===== src/include/gpp_defines.svh =====
`ifndef GPP_DEFINES_SVH
`define GPP_DEFINES_SVH

// Register byte offsets within the port window
`define GPP_ADDR_W 8
`define GPP_OFS_MODE 8'h00
`define GPP_OFS_OTYPE 8'h04
`define GPP_OFS_PULL 8'h08
`define GPP_OFS_IDR 8'h0C
`define GPP_OFS_ODR 8'h10
`define GPP_OFS_SET 8'h14
`define GPP_OFS_CLR 8'h18

// Per-pin field layout
`define GPP_MODE_FIELD_W 2
`define GPP_PULL_FIELD_W 2
`define GPP_OTYPE_FIELD_W 1

// Reset images: plain port, all pins analog, no pulls
`define GPP_MODE_RST_PLAIN 32'hFFFFFFFF
`define GPP_PULL_RST_PLAIN 32'h00000000
// Debug port A: data/select 13 up, clock 14 down, test data in 15 up
`define GPP_MODE_RST_DBG_A 32'h03FFFFFF
`define GPP_PULL_RST_DBG_A 32'h64000000
// Debug port B: test data out 3 alternate, test reset 4 input up
`define GPP_MODE_RST_DBG_B 32'hFFFFFCBF
`define GPP_PULL_RST_DBG_B 32'h00000100
// Boot port: boot select on pin 0, input pull-down
`define GPP_MODE_RST_BOOT 32'hFFFFFFFC
`define GPP_PULL_RST_BOOT 32'h00000002
`define GPP_OTYPE_RST 32'h00000000
`define GPP_ODR_RST 32'h00000000

`endif


===== src/include/gpp_pkg.sv =====
package gpp_pkg;

    typedef enum logic [1:0] {
        gpp_mode_input = 2'h0,
        gpp_mode_output = 2'h1,
        gpp_mode_alt = 2'h2,
        gpp_mode_analog = 2'h3
    } gpp_mode_t;

    typedef enum logic [1:0] {
        gpp_pull_none = 2'h0,
        gpp_pull_up = 2'h1,
        gpp_pull_down = 2'h2,
        gpp_pull_rsvd = 2'h3
    } gpp_pull_t;

    // What one pad cell asks of the analog pad
    typedef struct packed {
        logic drive;
        logic level;
        logic pull_up;
        logic pull_down;
    } gpp_pad_t;

    // Address phase held over into the data phase
    typedef struct packed {
        logic write;
        logic [7:0] addr;
        logic [3:0] lanes;
    } gpp_acc_t;

endpackage


===== src/design/gpp_pin_cell.sv =====
module gpp_pin_cell
    import gpp_pkg::*;
(
    input wire logic clk_in,
    input wire logic nrst_in,
    input wire gpp_mode_t mode_in,
    input wire logic otype_in,
    input wire gpp_pull_t pull_in,
    input wire logic data_in,
    input wire logic alt_in,
    input wire logic pad_in,
    output gpp_pad_t pad_out,
    output logic rx_out
);

    logic [2:0] sync;
    logic level;
    gpp_pad_t next_pad;
    logic next_rx;

    wire is_analog = (mode_in == gpp_mode_analog);
    wire is_alt = (mode_in == gpp_mode_alt);
    wire is_drive_mode = (mode_in == gpp_mode_output) || is_alt;
    // Register data reaches the pad only in general output mode
    wire src = is_alt ? alt_in : data_in;
    // Open drain never drives high; push-pull drives both levels
    wire drive_now = is_drive_mode && (!otype_in || !src);
    wire level_now = is_drive_mode && !otype_in && src;
    // Input and analog leave the buffer off and ignore the type bit
    // Reserved pull code gives no pull; analog gives none at all
    wire up_now = !is_analog && (pull_in == gpp_pull_up);
    wire down_now = !is_analog && (pull_in == gpp_pull_down);

    assign next_pad = '{drive: drive_now, level: level_now,
                        pull_up: up_now, pull_down: down_now};
    // Receiver forced low in analog mode
    assign next_rx = is_analog ? 1'b0 : level;

    // Level accepted only once second and third stages agree
    always_ff @(posedge clk_in or negedge nrst_in) begin
        if (!nrst_in) begin
            sync <= 3'h0;
            level <= 1'b0;
        end else begin
            sync <= {sync[1:0], pad_in};
            if (sync[1] == sync[2]) begin
                level <= sync[2];
            end
        end
    end

    always_ff @(posedge clk_in or negedge nrst_in) begin
        if (!nrst_in) begin
            pad_out <= '0;
            rx_out <= 1'b0;
        end else begin
            pad_out <= next_pad;
            rx_out <= next_rx;
        end
    end

endmodule


===== src/design/gpp_port.sv =====
// Operation
// - Mode field: 00 input, 01 general output, 10 alternate, 11 analog.
// - Type bit: 0 push-pull, 1 open-drain; ignored in input and analog.
// - Pull field: 00 none, 01 pull-up, 10 pull-down, 11 reserved.
// - Input mode: buffer off, receiver on, pulls per pull field.
// - Analog: buffer and pulls off, receiver forced 0, input bit reads 0.
// - Input, output, alternate: pin level sampled into input data every clock; here input data follows only once two samples agree.
// - Open-drain: 0 drives low, 1 leaves pin undriven, never high.
// - Push-pull: 0 drives low, 1 drives high.
// - Alternate: buffer on, pin driven by peripheral signal, receiver on.
// - Output data reads last written value; affects pin only in output mode.
// - Open-drain pin level is readable through input data register.
// - Reset: alternates inactive, ordinary pins reset to analog.
// - Debug pins reset to debug function with their fixed pulls.
// - Boot-select pin resets to input with pull-down.
// - Set register sets, clear register clears, bits written one only.
// - Set or clear completes in one write, no read-modify-write.
// - Registers accept word, half-word and byte accesses.
//
// The register offsets and the AHB-Lite register port were left to the implementer.
`include "gpp_defines.svh"

module gpp_port
    import gpp_pkg::*;
#(
    parameter int PINS = 16,
    parameter logic [31:0] MODE_RST = `GPP_MODE_RST_DBG_A,
    parameter logic [31:0] PULL_RST = `GPP_PULL_RST_DBG_A,
    parameter logic [31:0] OTYPE_RST = `GPP_OTYPE_RST,
    parameter logic [31:0] ODR_RST = `GPP_ODR_RST
) (
    input wire logic clk_in,
    input wire logic nrst_in,
    input wire logic hsel_in,
    input wire logic [31:0] haddr_in,
    input wire logic [1:0] htrans_in,
    input wire logic hwrite_in,
    input wire logic [2:0] hsize_in,
    input wire logic [31:0] hwdata_in,
    input wire logic hready_in,
    output logic hreadyout_out,
    output logic hresp_out,
    output logic [31:0] hrdata_out,
    input wire logic [PINS-1:0] pad_in,
    output logic [PINS-1:0] pad_out,
    output logic [PINS-1:0] pad_oe_n_out,
    output logic [PINS-1:0] pull_up_out,
    output logic [PINS-1:0] pull_down_out,
    input wire logic [PINS-1:0] alt_data_in,
    output logic [PINS-1:0] alt_rx_out
);

    logic [2*PINS-1:0] pin_mode_register;
    logic [PINS-1:0] output_type_register;
    logic [2*PINS-1:0] pull_select_register;
    logic [PINS-1:0] output_data_register;
    logic [PINS-1:0] input_data;
    gpp_pad_t pad [PINS];

    logic [2*PINS-1:0] next_mode;
    logic [PINS-1:0] next_otype;
    logic [2*PINS-1:0] next_pull;
    logic [PINS-1:0] next_odr;
    logic [31:0] next_rdata;

    gpp_acc_t acc;
    logic acc_valid;
    gpp_acc_t next_acc;

    // Address phase decode
    wire addr_take = hsel_in && htrans_in[1] && hready_in;
    wire [1:0] lo = haddr_in[1:0];
    wire [3:0] lanes_byte = 4'(4'h1 << lo);
    wire [3:0] lanes_half = lo[1] ? 4'hC : 4'h3;
    wire [3:0] lanes_word = 4'hF;
    // Sizes above a word are not used here; treated as a word
    wire [3:0] lanes_now = (hsize_in == 3'h0) ? lanes_byte :
                           (hsize_in == 3'h1) ? lanes_half : lanes_word;

    assign next_acc = '{write: hwrite_in,
                        addr: {haddr_in[`GPP_ADDR_W-1:2], 2'h0},
                        lanes: lanes_now};

    // Data phase write strobes
    wire wr_any = acc_valid && acc.write;
    wire [31:0] wmask = {{8{acc.lanes[3]}}, {8{acc.lanes[2]}},
                         {8{acc.lanes[1]}}, {8{acc.lanes[0]}}};
    wire [31:0] wbits = hwdata_in & wmask;

    wire wr_mode = wr_any && (acc.addr == `GPP_OFS_MODE);
    wire wr_otype = wr_any && (acc.addr == `GPP_OFS_OTYPE);
    wire wr_pull = wr_any && (acc.addr == `GPP_OFS_PULL);
    wire wr_odr = wr_any && (acc.addr == `GPP_OFS_ODR);
    wire wr_set = wr_any && (acc.addr == `GPP_OFS_SET);
    wire wr_clr = wr_any && (acc.addr == `GPP_OFS_CLR);

    wire [2*PINS-1:0] mode_merged =
        (pin_mode_register & ~wmask[2*PINS-1:0]) | wbits[2*PINS-1:0];
    wire [2*PINS-1:0] pull_merged =
        (pull_select_register & ~wmask[2*PINS-1:0]) | wbits[2*PINS-1:0];
    wire [PINS-1:0] otype_merged =
        (output_type_register & ~wmask[PINS-1:0]) | wbits[PINS-1:0];
    wire [PINS-1:0] odr_merged =
        (output_data_register & ~wmask[PINS-1:0]) | wbits[PINS-1:0];
    // Only bits written as one move; the rest hold in the same cycle
    wire [PINS-1:0] odr_set = output_data_register | wbits[PINS-1:0];
    wire [PINS-1:0] odr_clr = output_data_register & ~wbits[PINS-1:0];

    assign next_mode = wr_mode ? mode_merged : pin_mode_register;
    assign next_pull = wr_pull ? pull_merged : pull_select_register;
    assign next_otype = wr_otype ? otype_merged : output_type_register;
    // Single write transfer updates the bits, no read needed
    assign next_odr = wr_odr ? odr_merged :
                      wr_set ? odr_set :
                      wr_clr ? odr_clr : output_data_register;

    // Read mux looks at next values so a read straight after a write
    // sees the new contents without a wait state
    wire [`GPP_ADDR_W-1:0] rd_addr = {haddr_in[`GPP_ADDR_W-1:2], 2'h0};
    wire rd_mode = (rd_addr == `GPP_OFS_MODE);
    wire rd_otype = (rd_addr == `GPP_OFS_OTYPE);
    wire rd_pull = (rd_addr == `GPP_OFS_PULL);
    wire rd_idr = (rd_addr == `GPP_OFS_IDR);
    wire rd_odr = (rd_addr == `GPP_OFS_ODR);

    wire [31:0] rd_mode_val = 32'(next_mode);
    wire [31:0] rd_otype_val = 32'(next_otype);
    wire [31:0] rd_pull_val = 32'(next_pull);
    wire [31:0] rd_idr_val = 32'(input_data);
    wire [31:0] rd_odr_val = 32'(next_odr);

    // Set, clear and unmapped offsets read as zero
    assign next_rdata = rd_mode ? rd_mode_val :
                        rd_otype ? rd_otype_val :
                        rd_pull ? rd_pull_val :
                        rd_idr ? rd_idr_val :
                        rd_odr ? rd_odr_val : 32'h00000000;

    // Zero wait state slave, always OKAY
    assign hreadyout_out = 1'b1;
    assign hresp_out = 1'b0;

    always_ff @(posedge clk_in or negedge nrst_in) begin
        if (!nrst_in) begin
            acc <= '0;
            acc_valid <= 1'b0;
        end else begin
            acc <= next_acc;
            acc_valid <= addr_take;
        end
    end

    always_ff @(posedge clk_in or negedge nrst_in) begin
        if (!nrst_in) begin
            hrdata_out <= 32'h00000000;
        end else if (addr_take && !hwrite_in) begin
            hrdata_out <= next_rdata;
        end
    end

    // Reset images put debug and boot pins in their fixed state,
    // all other pins analog with alternates idle
    always_ff @(posedge clk_in or negedge nrst_in) begin
        if (!nrst_in) begin
            pin_mode_register <= MODE_RST[2*PINS-1:0];
            pull_select_register <= PULL_RST[2*PINS-1:0];
            output_type_register <= OTYPE_RST[PINS-1:0];
            output_data_register <= ODR_RST[PINS-1:0];
        end else begin
            pin_mode_register <= next_mode;
            pull_select_register <= next_pull;
            output_type_register <= next_otype;
            output_data_register <= next_odr;
        end
    end

    // One pad cell per pin
    for (genvar i = 0; i < PINS; i++) begin : g_pin
        gpp_pin_cell u_cell (
            .clk_in(clk_in),
            .nrst_in(nrst_in),
            .mode_in(gpp_mode_t'(pin_mode_register[2*i +: 2])),
            .otype_in(output_type_register[i]),
            .pull_in(gpp_pull_t'(pull_select_register[2*i +: 2])),
            .data_in(output_data_register[i]),
            .alt_in(alt_data_in[i]),
            .pad_in(pad_in[i]),
            .pad_out(pad[i]),
            .rx_out(input_data[i])
        );
        assign pad_out[i] = pad[i].level;
        assign pad_oe_n_out[i] = !pad[i].drive;
        assign pull_up_out[i] = pad[i].pull_up;
        assign pull_down_out[i] = pad[i].pull_down;
        // Peripherals see the same receiver level as software
        assign alt_rx_out[i] = input_data[i];
    end

endmodule


===== config.mk =====
export PLATFORM = sky130hd
export DESIGN_NAME = gpp_port
export DESIGN_NICKNAME = d
export VERILOG_FILES = /design/src/include/gpp_pkg.sv /design/src/design/gpp_pin_cell.sv /design/src/design/gpp_port.sv
export VERILOG_INCLUDE_DIRS = /design/src /design/src/include
export SDC_FILE = /design/constraint.sdc
export NUM_CORES = 1
export LEC_CHECK = 0
export ABC_AREA = 1
export BUFFER_PORTS_ARGS = -buffer_cell sky130_fd_sc_hd__buf_2
export CORE_AREA = 4 4 149 151
export CTS_CLUSTER_DIAMETER = 30
export CTS_CLUSTER_SIZE = 10
export DETAILED_ROUTE_END_ITERATION = 10
export DIE_AREA = 0 0 153 155
export PLACE_DENSITY = 0.86
export SLEW_MARGIN = 15
export SYNTH_ARGS = -nofsm -noshare
export SYNTH_HDL_FRONTEND = slang
export SYNTH_SLANG_ARGS = --single-unit

===== constraint.sdc =====
create_clock -name clk_in -period 4 [get_ports clk_in]
set_clock_uncertainty 0.05 [all_clocks]
set_input_delay 0.4 -clock clk_in [delete_from_list [all_inputs] [get_ports clk_in]]
set_output_delay 0.4 -clock clk_in [all_outputs]
set_load 0.1 [all_outputs]

# Word-level counts from Yosys, hierarchy flattened

Index checks and enable logic that the tools add are counted.

Equality and inequality tests: 106
Shift operators: 1
Muxes and demuxes: 46
Bitwise operators: 14
Reductions and logical operators: 190

Operators by type and width:

| operator                                            | count |
|---|---|
| two-way mux 32 bit                                  | 5 |
| AND 32 bit                                          | 3 |
| equality test 2 bit, second input constant          | 48 |
| two-way mux 16 bit                                  | 6 |
| logical AND 1 bit                                   | 90 |
| zero test 1 bit                                     | 65 |
| equality test 2 x 1 -> 1 bit, second input constant | 32 |
| OR 32 bit                                           | 2 |
| AND 16 bit                                          | 3 |
| OR 16 bit                                           | 3 |
| logical OR 1 bit                                    | 32 |
| two-way mux 1 bit                                   | 32 |
| inverter 16 bit                                     | 2 |
| inverter 32 bit                                     | 1 |
| equality test 6 x 3 -> 1 bit, second input constant | 4 |
| equality test 6 x 2 -> 1 bit, second input constant | 3 |
| equality test 1 bit                                 | 16 |
| zero test 8 bit                                     | 2 |
| equality test 6 x 1 -> 1 bit, second input constant | 2 |
| two-way mux 4 bit                                   | 3 |
| << shifter 1 x 2 -> 4 bit, first input constant     | 1 |
| equality test 3 x 1 -> 1 bit, second input constant | 1 |
| zero test 3 bit                                     | 1 |

Register bits after elaboration: 284
Output and inout port bits: 114
Word-level logic and storage cells: 478

# Longest topological paths before layout

Word-level depth: 11
Mapped depth: 12
Gate-level depth less buffers: 12

# Cells and area by module

Synthesis repeated with hierarchy kept, for this count alone.

Cells, all modules: 1434
Area total of the unflattened synthesis: 12361.9 um^2

Modules (own cells, without submodules):

| module       | instances | cells each | area an instance (um^2) |
|---|---|---|---|
| gpp_port     | 1         | 890        | 6876.6 |
| gpp_pin_cell | 16        | 34         | 342.8 |

# Least setup slack after synthesis

No wires, ideal clock.

Path type: register to register
Start point: register acc[10] in the netlist's numbering
End point: register hrdata_out[0]
Setup time: 0.120 ns
Arrival: 1.477 ns
Slack: 2.353 ns
Cell stages (with the launch flop): 13
Cell sequence: dfrtp_1 > inv_1 > nand2_1 > nor2_4 > nand4_4 > inv_2 > nand2_1 > nand2_1 > nand3_1 > nand2_1 > inv_1 > nand2_1 > nand2_1

Word-level cells in the longest chain between the ends: 10

Ends and longest elaborated chain:

| what                                          | line            | RTL |
|---|---|---|
| start: declaration                            | gpp_port.sv:66  | `gpp_acc_t acc;` |
| start signal: assignment                      | gpp_port.sv:148 | `acc <= next_acc;` |
| equality test 6 x 3 -> 1 bit (no source line) | n/a             |  |
| logical AND 1 bit                             | gpp_port.sv:95  | `` wire wr_clr = wr_any && (acc.addr == `GPP_OFS_CLR); `` |
| two-way mux 16 bit                            | gpp_port.sv:115 | `wr_clr ? odr_clr : output_data_register;` |
| two-way mux 16 bit                            | gpp_port.sv:114 | `wr_set ? odr_set :` |
| two-way mux 16 bit                            | gpp_port.sv:113 | `assign next_odr = wr_odr ? odr_merged :` |
| two-way mux 16 bit                            | gpp_port.sv:137 | `rd_odr ? rd_odr_val : 32'h00000000;` |
| two-way mux 16 bit                            | gpp_port.sv:136 | `rd_idr ? rd_idr_val :` |
| two-way mux 32 bit                            | gpp_port.sv:135 | `rd_pull ? rd_pull_val :` |
| two-way mux 32 bit                            | gpp_port.sv:134 | `rd_otype ? rd_otype_val :` |
| two-way mux 32 bit *                          | gpp_port.sv:133 | `assign next_rdata = rd_mode ? rd_mode_val :` |
| end signal: assignment                        | gpp_port.sv:157 | `hrdata_out <= next_rdata;` |
| end: declaration                              | gpp_port.sv:43  | `output logic [31:0] hrdata_out,` |

Every way passes the cells marked *; elsewhere a longest branch is shown, timed or not.
A chain may end at the register's enable or synchronous reset.

# Worst setup path after layout

Start point: register acc[10] in the netlist's numbering
End point: register hrdata_out[4]

The elaborated chain is that of the path after synthesis.

==> key figures <==
Synth
  • Mean area per synthesized cell: 9.35 sq um
  • Mapped Nets: 1,467
  • Most instantiated library cell after synthesis: nand2_1
  • Ys Warns: 0
  • Leading area contributor after synthesis: dfrtp_1
  • Synthesized flop and latch total: 284
  • Most instantiated cells after synthesis: nand2_1, dfrtp_1, inv_1
  • Top cells by area, synth: dfrtp_1, nand2_1, dfstp_2, inv_1, buf_4
  • Synth async-reset ratio: 100%
  • Yosys top cell area share: 51.3%
  • Distinct cells, synth: 34
  • Number of synthesized flops with an enable pin: 0
  • Syn Std Cell Area: 0.0124 sq mm
  • Main synth FF type: dfrtp_1
  • Sequential share of the synthesized area: 57.5%
  • Synthesized instance count: 1,329

Clocking
  • CTS max path bufs: 3
  • CTS Buf Count: 53
  • CTS sink count: 284
  • CTS tree: done
  • CTS clock-pin slew for the worst setup and hold paths: 0.05 ns
  • Setup bufs post-CTS: 0
  • CTS H-tree depth: 2
  • Worst-skew pair later-pin latency: 0.55 ns
  • Clk root buf: clkbuf_16

Run
  • Max-cap violations: 0

Critical path
  • Critical path launch point type: flop
  • Slowest stage cell, crit path: nor2_4
  • Reg2reg start: acc[10]$_DFF_PN0_
  • Reg-to-reg endpoint: hrdata_out[4]$_DFFE_PN0P_
  • Crit path largest cell delay: 0.44 ns
  • Crit path cell chain: inv_1 -> nand2_1 -> nor2_4 -> nand4_4 -> buf_4 -> inv_2 -> nand2_1 -> nand2_1 -> nand3_1 -> nand2_1 -> inv_1 -> nand2_1 -> nand2_1
  • Register-to-Register Path Depth: 13
  • Most used cell, CP: nand2_1
  • Crit-path max FO: 26
  • CP top delay family: simple AND/OR/NAND/NOR gates
  • Critical path class: reg2reg
  • Worst path buffer plus inverter count: 4
  • Critical Path RT: 4.37 ns
  • R2r setup slk: 1.20 ns
  • Critical path arrival: 3.17 ns
  • Crit path capture type: flop

Global routing
  • GRT Util Overall: 29.2%
  • Largest net degree at the start of global routing: 111
  • Initial antenna violation count: 2
  • Vias in the first global route: 10,700
  • First-pass GRT wire length: 55,200 um
  • Total gr overflow: 0

Floorplanning
  • # IOs: 220
  • Initial Util: 59.7%
  • Core box area: 0.0208 sq mm
  • Die ar.: 0.0237 sq mm
  • Width of the chip: 153 um
  • Site row count: 53
  • Height of the die: 155 um

Drt
  • Vias per std cell: 5.63
  • Routed wire length: 35,000 um
  • Detail Route Antenna Nets: 0
  • DRT iter0 DRCs: 1,065
  • Drt drc: 0
  • WL/cell: 19.1 um
  • Vias: 10,300
  • DRT Pass-1 Iters: 7

Placement
  • DP Worst Slack: 1.34 ns
  • HPWL after detailed placement: 21,800 um
  • Placer congestion estimate: 0.949
  • Port bufs: 192

Timing
  • Worst setup margin: 1.20 ns
  • Total Negative Setup Slacks: 0 ns
  • Max Clk Rate: 357 MHz
  • Setup violations, final: 0
  • Final period util: 70.1%
  • Pins Over Slew Limit: 0
  • Slew headroom: 18.3%
  • RSZ-0062 raised after global routing: false
  • Worst slew pin tran: 1.22 ns
  • Final hold vios: 0
  • Final min period: 2.80 ns

Final layout
  • Layout cells sized above 1: 24.1%
  • FILL cells: 1,342
  • Post-layout nets: 1,648
  • Layout area overhead: 23.3%

Worst hold path
  • Worst Hold Endpoint: pin_mode_register[20]$_DFF_PN1_
  • Hold Startpoint: hwdata_in[20]
  • Worst hold path type: in2reg
  • Worst hold path depth: 3

Power
  • P_leak: 8.28 nW
  • Pwr per Cell Area: 554 mW/mm^2
  • Peak supply drop: 0.391 mV

Outcome
  • Status: finished clean
worst max path at each step:
| stage | start | endpoint | cells after the start |
|---|---|---|---|
| floorplan | acc[10]$_DFF_PN0_ | hrdata_out[0]$_DFFE_PN0P_ | 12 |
| global placement | acc[10]$_DFF_PN0_ | hrdata_out[6]$_DFFE_PN0P_ | 13 |
| detailed placement | acc[10]$_DFF_PN0_ | hrdata_out[4]$_DFFE_PN0P_ | 13 |
| CTS | acc[10]$_DFF_PN0_ | hrdata_out[4]$_DFFE_PN0P_ | 13 |
| global route | acc[10]$_DFF_PN0_ | hrdata_out[4]$_DFFE_PN0P_ | 13 |
| finish | acc[10]$_DFF_PN0_ | hrdata_out[4]$_DFFE_PN0P_ | 13 |
worst min-delay path, delay by kind of cell:
| kind | cells | cell delay, ns |
|---|---|---|
| simple gates | 1 | 0.07 |
| compound gates | 1 | 0.09 |
| buf+inv | 1 | 0.09 |
per-layer routing:
layer  GRT usage (%)  vias up  part of all wire [%]
li1                -     4553                     -
met1            36.1     4900                    37
met2            49.5      705                    49
met3            7.32      134                    11
met4            12.0        2                   4.0
met5               0        -                 0.037
cell usage in the layout (no fill, tap or decap), drive strengths merged:
cell type      n
clkbuf        66
o22ai         22
nor2          32
ha            32
conb           2
and2           1
a211oi         2
clkinv        13
nor4           2
dlygate4sd3   24
dfstp         29
o21ai         53
dfrtp        255
nand2        443
nor3b         16
buf          205
bufinv         8
inv          157
nor3          34
maj3          16
mux2          16
diode          1
nand3         53
nand4         34
a21oi         34
clkinvlp       5
what timing repair did:
item,4_1_cts,5_1_grt
endpoints found under the hold margin,120,0
resized for setup,0,0
hold buffers,24,0
state kept, by name, summed over array words and instances (netlist names):
name                  count
acc                      11
hrdata_out               32
output_type_register     16
acc_valid                 1
g_pin.u_cell.level       16
g_pin.u_cell.sync        48
g_pin.u_cell.pad_out     64
pin_mode_register        32
g_pin.u_cell.rx_out      16
pull_select_register     32
output_data_register     16
cells by family (layout without fill, tap and decap cells):
logic type	Yosys count	after routing	share of synthesized area [%]
DFF	284	284	57.5
AOI/OAI and AO/OA	111	111	5.23
muxes	16	16	1.45
buffers and inverters	253	478	9.85
adders and majority gates	48	48	4.51
and+or+nand+nor	615	615	21.4
other	2	3	0.0604
through the flow:
step	instance area, sq um	std cells	hold slack (ns)	power (mW)	util [%]
final	15300	1830	0.0731	8.49	73.6
after global routing	15300	1830	0.0699	8.75	73.6
after floorplan	12400	1329	0.0544	3.64	-
after detailed placement	13200	1706	0.285	3.87	63.4
after CTS	15300	1829	0.0550	8.51	73.6
after global placement	13200	1706	0.282	3.85	63.4
power by group:
part / internal (mW) / switching, mW / leakage [nW]
registers: 3.01 / 0.0898 / 3.42
clock network: 3.10 / 1.53 / 0.909
logic: 0.172 / 0.594 / 3.95
total: 6.28 / 2.21 / 8.28
cell type report:
cell class | instances | area, sq um | share of cell area, %
clock inverters | 33 | 430 | 2.81
clock buffers | 66 | 1450 | 9.43
repair buffers | 229 | 1320 | 8.62
flip-flops and latches | 284 | 7140 | 46.6
diodes | 1 | 2.50 | 0.0163
well taps | 275 | 344 | 2.24
multi-input cells | 792 | 4080 | 26.6
inverters | 150 | 563 | 3.67
Note: power is estimated with default switching activity, not from simulation.
